<file path="src/switchover_pkg.sv">
// Shared constants and types for the backup switchover controller
package switchover_pkg;

    localparam int NPRIME = 9;
    localparam int PW = 4;
    localparam int DW = 12;
    localparam int TBW = 24;
    localparam int BU1 = 0;
    localparam int BU2 = 1;
    localparam int PATH_MOD = 0;
    localparam int PATH_DEMOD = 1;
    // Index of the ninth prime, which is backup two run as traffic
    localparam int TRAFFIC_PRIME = 8;

    // Delays are counted in tenths of a second; 299.9 s
    localparam logic [DW-1:0] FAULT_DELAY_MAX = 12'hbb7;
    localparam int CLK_PERIOD_NS = 8;
    localparam int TICK_NS = 100000000;
    localparam int TICK_CYCLES_DEF = TICK_NS / CLK_PERIOD_NS;

    localparam logic [1:0] MAX_ATTEMPTS = 2'h3;
    localparam logic [1:0] LAST_ATTEMPT = MAX_ATTEMPTS - 2'h1;
    localparam logic [PW-1:0] PRIME_NONE = 4'h0;
    localparam logic [PW-1:0] MANUAL_MAX = 4'h8;
    localparam logic [PW-1:0] MANUAL_MAX_1TO9 = 4'h9;
    localparam logic [PW-1:0] PRIO_NONE = 4'hf;
    localparam logic [1:0] PATHS_NONE = 2'h0;
    localparam logic [1:0] PATHS_BOTH = 2'h3;

    typedef enum logic [1:0] {
        MODE_MANUAL = 2'h0,
        MODE_AUTO_REV = 2'h1,
        MODE_AUTO_NONREV = 2'h3
    } buMode_t;

    typedef enum logic [1:0] {
        ST_IDLE = 2'h0,
        ST_ACQ = 2'h1,
        ST_SERVE = 2'h3
    } buState_t;

endpackage

</file>
<file path="src/timebase_if.sv">
// Tenth-second tick and clock enable shared by the delay counters
`timescale 1ns/1ps
`default_nettype none
interface timebase_if;
    logic tick;
    logic ce;
    modport src (output tick, output ce);
    modport sink (input tick, input ce);
endinterface
`default_nettype wire

</file>
<file path="src/fault_delay_timer.sv">
// Per-path fault delay counter
`timescale 1ns/1ps
`default_nettype none
module fault_delay_timer
    import switchover_pkg::*;
(
    input wire logic clk,
    input wire logic arst_n,
    timebase_if.sink tb,
    input wire logic fault,
    input wire logic [DW-1:0] delay,
    output logic expired
);

typedef struct packed {
    logic [DW-1:0] count;
    logic expired;
} tmr_t;

tmr_t s;
tmr_t next_s;
logic [DW-1:0] limit;

always_comb begin
    limit = (delay > FAULT_DELAY_MAX) ? FAULT_DELAY_MAX : delay;
    next_s = s;
    if (!fault) begin
        next_s = '0;
    // delay per path, 0 to 299.9 s
    end else if (s.count >= limit) begin
        next_s.expired = 1'b1;
    end else if (tb.tick) begin
        next_s.count = s.count + 1'b1;
    end
end

always_ff @(posedge clk or negedge arst_n) begin
    if (!arst_n) begin
        s <= '0;
    end else if (tb.ce) begin
        s <= next_s;
    end
end

assign expired = s.expired;

endmodule
`default_nettype wire

</file>
<file path="src/acq_watch.sv">
// Acquisition delay supervisor for one backup demodulator
`timescale 1ns/1ps
`default_nettype none
module acq_watch
    import switchover_pkg::*;
(
    input wire logic clk,
    input wire logic arst_n,
    timebase_if.sink tb,
    input wire logic run,
    input wire logic [DW-1:0] delay,
    output logic timeout
);

typedef struct packed {
    logic [DW-1:0] count;
    logic timeout;
} acq_t;

acq_t s;
acq_t next_s;

always_comb begin
    next_s = s;
    if (!run) begin
        next_s = '0;
    end else if (s.count >= delay) begin
        next_s.timeout = 1'b1;
    end else if (tb.tick) begin
        next_s.count = s.count + 1'b1;
    end
end

always_ff @(posedge clk or negedge arst_n) begin
    if (!arst_n) begin
        s <= '0;
    end else if (tb.ce) begin
        s <= next_s;
    end
end

assign timeout = s.timeout;

endmodule
`default_nettype wire

</file>
<file path="src/switchover_ctrl.sv">
// Backup switchover controller for M:N modem redundancy
// Contract
// - Auto mode replaces a failed online unit whenever a backup is available.
// - A backup in manual mode never takes a failing unit automatically.
// - Manual selection: backup two 1-8; backup one 1-8, or 1-9 with traffic.
// - Revertive: release a recovered prime when a new failure finds no free backup.
// - Non-revertive: a replaced prime is never released to free the backup.
// - Manual backup commanded to prime zero releases its channel.
// - Each modulator and demodulator has its own fault delay, 0 to 299.9 s.
// - Good signal during the delay cancels switchover and resets the timer.
// - Backups are granted in order of delay expiry until none is free.
// - Switch only when still faulty at expiry and a backup is available.
// - Auto plus hot standby backs up its prime at once, ignoring delay.
// - No lock within acquisition delay: major alarm, event, status fault.
// - Three failed attempts flag the prime and drop it from that pool.
// - Free backups serve any outage; otherwise priority, revertive may preempt.
// - Priority per link on nine levels, 1 highest, 9 lowest.
// - Each backup has a prime pool, per-path or whole modem switching.
// - Backup two as traffic becomes a ninth prime covered by backup one.
// - Writing assignment, priority or mode clears the prime's attempt count.
// - Dropped prime returns to the pool on summary fault change or user action.
`timescale 1ns/1ps
`default_nettype none
module switchover_ctrl
    import switchover_pkg::*;
#(
    parameter int TICK_CYCLES = TICK_CYCLES_DEF
) (
    input wire logic clk,
    input wire logic arst_n,
    input wire logic ce,
    input wire logic [NPRIME-1:0] modFault,
    input wire logic [NPRIME-1:0] demodFault,
    input wire logic [1:0] backupLock,
    input wire buMode_t [1:0] buMode,
    input wire logic [1:0] hotStandby,
    input wire logic [1:0][PW-1:0] hotPrime,
    input wire logic bu2Traffic,
    input wire logic [1:0][PW-1:0] manualPrime,
    input wire logic [1:0][NPRIME-1:0] poolMod,
    input wire logic [1:0][NPRIME-1:0] poolDemod,
    input wire logic [1:0][NPRIME-1:0] wholeModemSwitching,
    input wire logic [NPRIME-1:0][PW-1:0] linkPriority,
    input wire logic [NPRIME-1:0][DW-1:0] modDelay,
    input wire logic [NPRIME-1:0][DW-1:0] demodDelay,
    input wire logic [1:0][DW-1:0] acqDelay,
    input wire logic [NPRIME-1:0] cfgWrite,
    input wire logic [NPRIME-1:0] userRestore,
    input wire logic alarmClear,
    output logic [1:0][PW-1:0] backupPrime,
    output logic [1:0][1:0] backupPaths,
    output logic [1:0] backupLocked,
    output logic [1:0][NPRIME-1:0] poolFailed,
    output logic [NPRIME-1:0] bothPathsBackupFailedFlag,
    output logic [NPRIME-1:0][1:0] attemptCount,
    output logic [1:0] statusFault,
    output logic majorAlarm,
    output logic eventPulse
);

typedef struct packed {
    buState_t [1:0] st;
    logic [1:0][PW-1:0] prime;
    logic [1:0][1:0] paths;
    logic [NPRIME-1:0][1:0] attempts;
    logic [1:0][NPRIME-1:0] failed;
    logic [NPRIME-1:0] bothFailed;
    logic [NPRIME-1:0] lastSummary;
    logic [1:0] statusFault;
    logic [1:0] locked;
    logic majorAlarm;
    logic eventPulse;
    logic tick;
    logic [TBW-1:0] tbCount;
} ctrl_t;

ctrl_t s;
ctrl_t n;

logic [NPRIME-1:0] modExp;
logic [NPRIME-1:0] demodExp;
logic [NPRIME-1:0] served;
logic [NPRIME-1:0] summary;
logic [1:0] isAuto;
logic [1:0] bestValid;
logic [1:0][PW-1:0] bestNum;
logic [1:0][PW-1:0] bestPrio;
logic [1:0][1:0] bestPaths;
logic [1:0][PW-1:0] servedPrio;
logic [1:0] recovered;
logic [1:0] acqRun;
logic [1:0] acqTimeout;
logic anyFree;
logic hot;
logic [1:0] pf;
logic grantDone;
logic otherHolds;
logic [PW-1:0] limitSel;

timebase_if tb ();
assign tb.tick = s.tick;
assign tb.ce = ce;

assign summary = modFault | demodFault;

////////////////////////////////////////////////////////////////////////////////

genvar gp;
generate
    for (gp = 0; gp < NPRIME; gp++) begin : g_unit
        fault_delay_timer u_mod (
            .clk(clk),
            .arst_n(arst_n),
            .tb(tb),
            .fault(modFault[gp]),
            .delay(modDelay[gp]),
            .expired(modExp[gp])
        );
        fault_delay_timer u_demod (
            .clk(clk),
            .arst_n(arst_n),
            .tb(tb),
            .fault(demodFault[gp]),
            .delay(demodDelay[gp]),
            .expired(demodExp[gp])
        );
    end
    for (gp = 0; gp < 2; gp++) begin : g_bu
        assign acqRun[gp] = (s.st[gp] == ST_ACQ);
        acq_watch u_acq (
            .clk(clk),
            .arst_n(arst_n),
            .tb(tb),
            .run(acqRun[gp]),
            .delay(acqDelay[gp]),
            .timeout(acqTimeout[gp])
        );
    end
endgenerate

////////////////////////////////////////////////////////////////////////////////

// Candidate selection per backup
always_comb begin
    served = '0;
    hot = 1'b0;
    pf = PATHS_NONE;
    isAuto = '0;
    bestValid = '0;
    bestNum = '0;
    bestPrio = {PRIO_NONE, PRIO_NONE};
    bestPaths = '0;
    servedPrio = {PRIO_NONE, PRIO_NONE};
    recovered = '0;
    anyFree = 1'b0;
    for (int b = 0; b < 2; b++) begin
        isAuto[b] = (buMode[b] == MODE_AUTO_REV) || (buMode[b] == MODE_AUTO_NONREV);
        for (int p = 0; p < NPRIME; p++) begin
            if (s.st[b] != ST_IDLE && s.prime[b] == PW'(p + 1)) begin
                served[p] = 1'b1;
            end
        end
    end
    for (int b = 0; b < 2; b++) begin
        for (int p = 0; p < NPRIME; p++) begin
            hot = hotStandby[b] && (hotPrime[b] == PW'(p + 1));
            pf[PATH_MOD] = poolMod[b][p] & (hot ? modFault[p] : modExp[p]);
            pf[PATH_DEMOD] = poolDemod[b][p] & (hot ? demodFault[p] : demodExp[p]);
            if (wholeModemSwitching[b][p] && pf != PATHS_NONE) begin
                pf = PATHS_BOTH;
            end
            if (p == TRAFFIC_PRIME && (!bu2Traffic || b == BU2)) begin
                pf = PATHS_NONE;
            end
            if (s.failed[b][p] || served[p]) begin
                pf = PATHS_NONE;
            end
            // lower value wins, ties to lower prime
            if (pf != PATHS_NONE && linkPriority[p] < bestPrio[b]) begin
                bestValid[b] = 1'b1;
                bestNum[b] = PW'(p + 1);
                bestPrio[b] = linkPriority[p];
                bestPaths[b] = pf;
            end
            if (s.prime[b] == PW'(p + 1)) begin
                servedPrio[b] = linkPriority[p];
                recovered[b] = !((s.paths[b][PATH_MOD] & modFault[p])
                    | (s.paths[b][PATH_DEMOD] & demodFault[p]));
            end
        end
        // free means auto, idle and eligible
        if (isAuto[b] && s.st[b] == ST_IDLE && bestValid[b] && !(b == BU2 && bu2Traffic)) begin
            anyFree = 1'b1;
        end
    end
end

////////////////////////////////////////////////////////////////////////////////

always_comb begin
    n = s;
    grantDone = 1'b0;
    otherHolds = 1'b0;
    limitSel = MANUAL_MAX;
    n.eventPulse = 1'b0;
    if (s.tbCount >= TBW'(TICK_CYCLES - 1)) begin
        n.tbCount = '0;
        n.tick = 1'b1;
    end else begin
        n.tbCount = s.tbCount + 1'b1;
        n.tick = 1'b0;
    end
    n.lastSummary = summary;
    // Clear first so a same-cycle failure still sets it
    if (alarmClear) begin
        n.statusFault = '0;
    end
    for (int p = 0; p < NPRIME; p++) begin
        // summary change or user restores pool
        if (summary[p] != s.lastSummary[p] || userRestore[p]) begin
            n.failed[BU1][p] = 1'b0;
            n.failed[BU2][p] = 1'b0;
            n.bothFailed[p] = 1'b0;
            n.attempts[p] = 2'h0;
        end
        if (cfgWrite[p]) begin
            n.attempts[p] = 2'h0;
        end
    end
    for (int b = 0; b < 2; b++) begin
        if (b == BU2 && bu2Traffic) begin
            n.st[b] = ST_IDLE;
            n.prime[b] = PRIME_NONE;
            n.paths[b] = PATHS_NONE;
        // manual backup follows the operator only
        end else if (!isAuto[b]) begin
            limitSel = (b == BU1 && bu2Traffic) ? MANUAL_MAX_1TO9 : MANUAL_MAX;
            otherHolds = (s.st[1-b] != ST_IDLE) && (s.prime[1-b] == manualPrime[b]);
            if (manualPrime[b] == PRIME_NONE) begin
                n.st[b] = ST_IDLE;
                n.prime[b] = PRIME_NONE;
                n.paths[b] = PATHS_NONE;
            end else if (manualPrime[b] <= limitSel && !otherHolds) begin
                n.st[b] = ST_SERVE;
                n.prime[b] = manualPrime[b];
                n.paths[b] = PATHS_BOTH;
            end
        end else begin
            unique case (s.st[b])
                ST_IDLE: begin
                    if (!grantDone && bestValid[b]) begin
                        n.st[b] = ST_ACQ;
                        n.prime[b] = bestNum[b];
                        n.paths[b] = bestPaths[b];
                        grantDone = 1'b1;
                    end
                end
                ST_ACQ: begin
                    if (!s.paths[b][PATH_DEMOD] || backupLock[b]) begin
                        n.st[b] = ST_SERVE;
                    end else if (acqTimeout[b]) begin
                        n.st[b] = ST_IDLE;
                        n.prime[b] = PRIME_NONE;
                        n.paths[b] = PATHS_NONE;
                        n.statusFault[b] = 1'b1;
                        n.eventPulse = 1'b1;
                        for (int p = 0; p < NPRIME; p++) begin
                            if (s.prime[b] == PW'(p + 1)) begin
                                // Saturate so a second backup cannot wrap it
                                if (s.attempts[p] != MAX_ATTEMPTS) begin
                                    n.attempts[p] = s.attempts[p] + 2'h1;
                                end
                                if (s.attempts[p] >= LAST_ATTEMPT) begin
                                    n.failed[b][p] = 1'b1;
                                    n.bothFailed[p] = (s.paths[b] == PATHS_BOTH);
                                end
                            end
                        end
                    end
                end
                ST_SERVE: begin
                    if (buMode[b] == MODE_AUTO_REV && !anyFree && bestValid[b]
                        && (recovered[b] || bestPrio[b] < servedPrio[b])) begin
                        n.st[b] = ST_IDLE;
                        n.prime[b] = PRIME_NONE;
                        n.paths[b] = PATHS_NONE;
                    end
                end
                default: begin
                    n.st[b] = ST_IDLE;
                end
            endcase
        end
    end
    // Lock status registered so the output comes from a flop
    n.locked[BU1] = (n.st[BU1] == ST_SERVE);
    n.locked[BU2] = (n.st[BU2] == ST_SERVE);
    n.majorAlarm = |n.statusFault;
end

always_ff @(posedge clk or negedge arst_n) begin
    if (!arst_n) begin
        s <= '0;
    end else if (ce) begin
        s <= n;
    end
end

////////////////////////////////////////////////////////////////////////////////

assign backupPrime = s.prime;
assign backupPaths = s.paths;
assign backupLocked = s.locked;
assign poolFailed = s.failed;
assign bothPathsBackupFailedFlag = s.bothFailed;
assign attemptCount = s.attempts;
assign statusFault = s.statusFault;
assign majorAlarm = s.majorAlarm;
assign eventPulse = s.eventPulse;

endmodule
`default_nettype wire

</file>
<file path="config.mk">
export PLATFORM = sky130hd
export DESIGN_NAME = switchover_ctrl
export DESIGN_NICKNAME = d
export VERILOG_FILES = /design/src/switchover_pkg.sv /design/src/timebase_if.sv /design/src/fault_delay_timer.sv /design/src/acq_watch.sv /design/src/switchover_ctrl.sv
export SDC_FILE = /design/constraint.sdc
export NUM_CORES = 1
export LEC_CHECK = 0
export BUFFER_PORTS_ARGS = -buffer_cell sky130_fd_sc_hd__buf_2
export CAP_MARGIN = 20
export CORE_UTILIZATION = 40
export CTS_CLUSTER_SIZE = 14
export DETAILED_ROUTE_END_ITERATION = 16
export HOLD_SLACK_MARGIN = 0.06
export PLACE_DENSITY = 0.62
export REMOVE_ABC_BUFFERS = 1
export SLEW_MARGIN = 5
export SYNTH_ARGS = -nofsm -noshare
export SYNTH_HDL_FRONTEND = slang
export SYNTH_SLANG_ARGS = --single-unit
</file>
<file path="constraint.sdc">
create_clock -name clk -period 34.1 [get_ports clk]
set_input_delay 3.41 -clock clk [delete_from_list [all_inputs] [get_ports clk]]
set_output_delay 3.41 -clock clk [all_outputs]
set_load 0.02 [all_outputs]
</file>
==> metrics.cfg <==
[yosys]
ys_ff_latch=361
synthTopCellsByArea=dfrtp_1 30%, ha_1 13%, nor2_1 7.3%
synth_top_family_by_area=simple AND/OR/NAND/NOR gates
ys_async_sr_fraction_pct=100
yosys.area_share.simple_pct=24.6
synth_mux_area_share_pct=1.44
synth.avg_cell_area_sq_um=8.09
ys.flop_type=dfrtp_1
synth_edf_count=0
synth_compound_area_share_pct=19.1
synth_top_cell_by_area=dfrtp_1
synthXorXnorAreaFrac_pct=6.08
seq_area_frac_synth_pct=30.1
synthTopCellsByCount=585 x nor2_1, 361 x dfrtp_1, 322 x ha_1
synth_top_cell_area_share_pct=30.1
syn_area_sq_um=30000
yosys_warnings=0
synth.most_common_cell=nor2_1
synthDistinctLibCells=104
syn_inst=3704
synthAdderAreaFrac_pct=13.4

[pwr]
power_density_nw_per_um2=34.2
vdd_drop_max_v=0.0000316
p_leak_nw=16.9

[sta]
hold_slack_ns=0.492
fmax_mhz=47.3
fin_crit_ns=21.14
rsz0062_at_grt=no
hold_viol=0
skew_ns=0.0587
slew_violations=0
fin_crit_sh_pct=62.0
finalSetupTns_ns=0
tightestPinTransition_ns=1.16
setup_viol=0
slew_headroom_pct=22.5

[critical_path]
ff2ff_setup_slack_ns=15.35
crit_type=primary input to register
crit_fanout=11
timing.rr.end=backupPrime[2]$_DFFE_PN0P_
cp.buffers_inverters=10
crit_required_ns=34.60
reg2reg_depth=79
crit_path_end_kind=register
r2r_start=backupPrime[1]$_DFFE_PN0P_
worst_ep_arrival_time_ns=21.63
cpMaxStageDelayCell=a21oi_1
crit_family=compound AO/OA/AOI/OAI gates
start_kind=primary input
max_stage_delay_ns=0.59

[clock_network]
cts_buffers=44
cts_hold_buf=0
htree_levels=2
ctsResizeCount=0
post-cts-setup-buffers=0
insertion_delay_ns=0.62
cts.sinks=361
cts_tree=built
root_buffer=clkbuf_16
clk_path_buf_depth=3
clkSlewWorstSetupHoldPaths_ns=0.06

[placed_design]
globalplace.congestion=0.962
portBuffers=454
hpwl_mm=76.5

[floorplanning]
dieWidth_um=276
die_area_sq_um=76100
die-height_um=276
design.core.area_sq_um=74300
num_io_pins=458
rows=100
start_util_pct=40.3

[outcome]
outcome=finished clean

[grt]
met3_usage_pct=6.33
grt_pass1_wl_mm=149
grt_max_degree=163
top_usage_layer=met2
use_met2_pct=40.8
met1_usage_pct=33.7
grt_remaining_overflow=0
antenna_found_initial=30
grt_pass1_vias=25900
grt_use_total_pct=25.4

[drt]
drtAntennaViolNets=0
wirelength_mm=97.8
post_drt_wl_per_cell_um=19.3
drc=0
drtIter0Drc=2323
dr_total_vias=28000
routed_via_density=5.53
dr.pass1.iters=6

[final_layout]
layout-drive-gt1-share_pct=15.6
nets=4754
areaGrowthSynthToFinish_pct=14.2

[hold_path]
hp-start=bothPathsBackupFailedFlag[6]$_DFFE_PN0P_
min_to=bothPathsBackupFailedFlag[6]$_DFFE_PN0P_
holdCritPathClass=register to register
holdPathStages=1

[flow_run]
drv_cap=0

-- area by class of cell --
type                       count  area (sq um)
antenna                       18          45.0
clock buffer                  65          1290
clock inverter                15           221
fill                        7442         40100
inverter                     164           617
multi-input combinational   2995         19400
sequential                   361          9030
tap                          969          1210
timing repair buffer         471          2420
-- per-layer routing --
layer / wire length (um) / part of all wire, %
met3: 8620 / 8.8
met1: 42800 / 44
met2: 44000 / 45
met5: 169 / 0.17
met4: 2290 / 2.3
-- sequential cells by signal, summed over array words and instances, names as in the netlist, 2 cells and up --
register / count
s: 37
attemptCount: 18
g_unit.u_demod.s: 108
g_bu.u_acq.timeout: 2
backupPrime: 8
g_unit.u_mod.s: 108
statusFault: 2
g_bu.u_acq.s: 24
g_unit.u_demod.expired: 9
bothPathsBackupFailedFlag: 9
poolFailed: 18
backupPaths: 4
g_unit.u_mod.expired: 9
backupLocked: 2
-- placed cells by master (no fill, tap or decap), types with 51 or more instances in the layout --
| cell | Yosys | final |
|---|---|---|
| inv_1 | 164 | 163 |
| nand2_1 | 274 | 273 |
| nand3_1 | 124 | 124 |
| o22ai_1 | 55 | 55 |
| dfrtp_1 | 361 | 361 |
| nor3_1 | 52 | 52 |
| xor2_1 | 157 | 157 |
| a21oi_1 | 226 | 226 |
| nor2b_1 | 87 | 87 |
| o21ai_0 | 280 | 280 |
| nand2b_1 | 138 | 138 |
| nor2_1 | 585 | 585 |
| xnor2_1 | 51 | 51 |
| ha_1 | 322 | 322 |
| buf_2 | 9 | 452 |
-- cells by family after synthesis --
| family | count (synthesis) |
|---|---|
| xor+xnor | 208 |
| flops | 361 |
| buf+inv | 348 |
| fa+ha+maj | 322 |
| compound gates | 901 |
| simple gates | 1522 |
| mux | 42 |
-- power by group --
part / total [W] / switching (W) / internal (W)
Sequential: 0.000460 / 0.0000219 / 0.000438
Combinational: 0.000222 / 0.000137 / 0.0000851
Clock: 0.000489 / 0.000201 / 0.000288
Total: 0.00117 / 0.000360 / 0.000811
-- metrics by stage --
step / setup WS (ns) / util [%] / total power [W] / instances / area (sq um)
6_report: 12.96 / 46.1 / 0.00117 / 5058 / 34300
5_1_grt: 11.57 / 46.1 / 0.00123 / 5053 / 34200
4_1_cts: 13.46 / 46.0 / 0.00118 / 5039 / 34200
3_5_place_dp: 12.85 / 44.0 / 0.000687 / 4959 / 32700
3_3_place_gp: 13.02 / 44.0 / 0.000684 / 4958 / 32700
2_1_floorplan: 16.31 / - / 0.000583 / 3520 / 29100
-- worst max-delay path by stage --
stage	from	endpoint	slack, ns	cells after the start
after floorplan	hotPrime[1]	backupPrime[0]$_DFFE_PN0P_	16.31	79
after global placement	hotPrime[1]	backupPrime[2]$_DFFE_PN0P_	13.02	81
after detailed placement	hotPrime[1]	backupPrime[2]$_DFFE_PN0P_	12.85	81
after CTS	hotPrime[1]	backupPrime[2]$_DFFE_PN0P_	13.46	81
after global routing	hotPrime[1]	backupPrime[2]$_DFFE_PN0P_	11.57	82
final	hotPrime[1]	backupPrime[2]$_DFFE_PN0P_	12.96	80
Note: power is estimated with default switching activity, not from simulation.
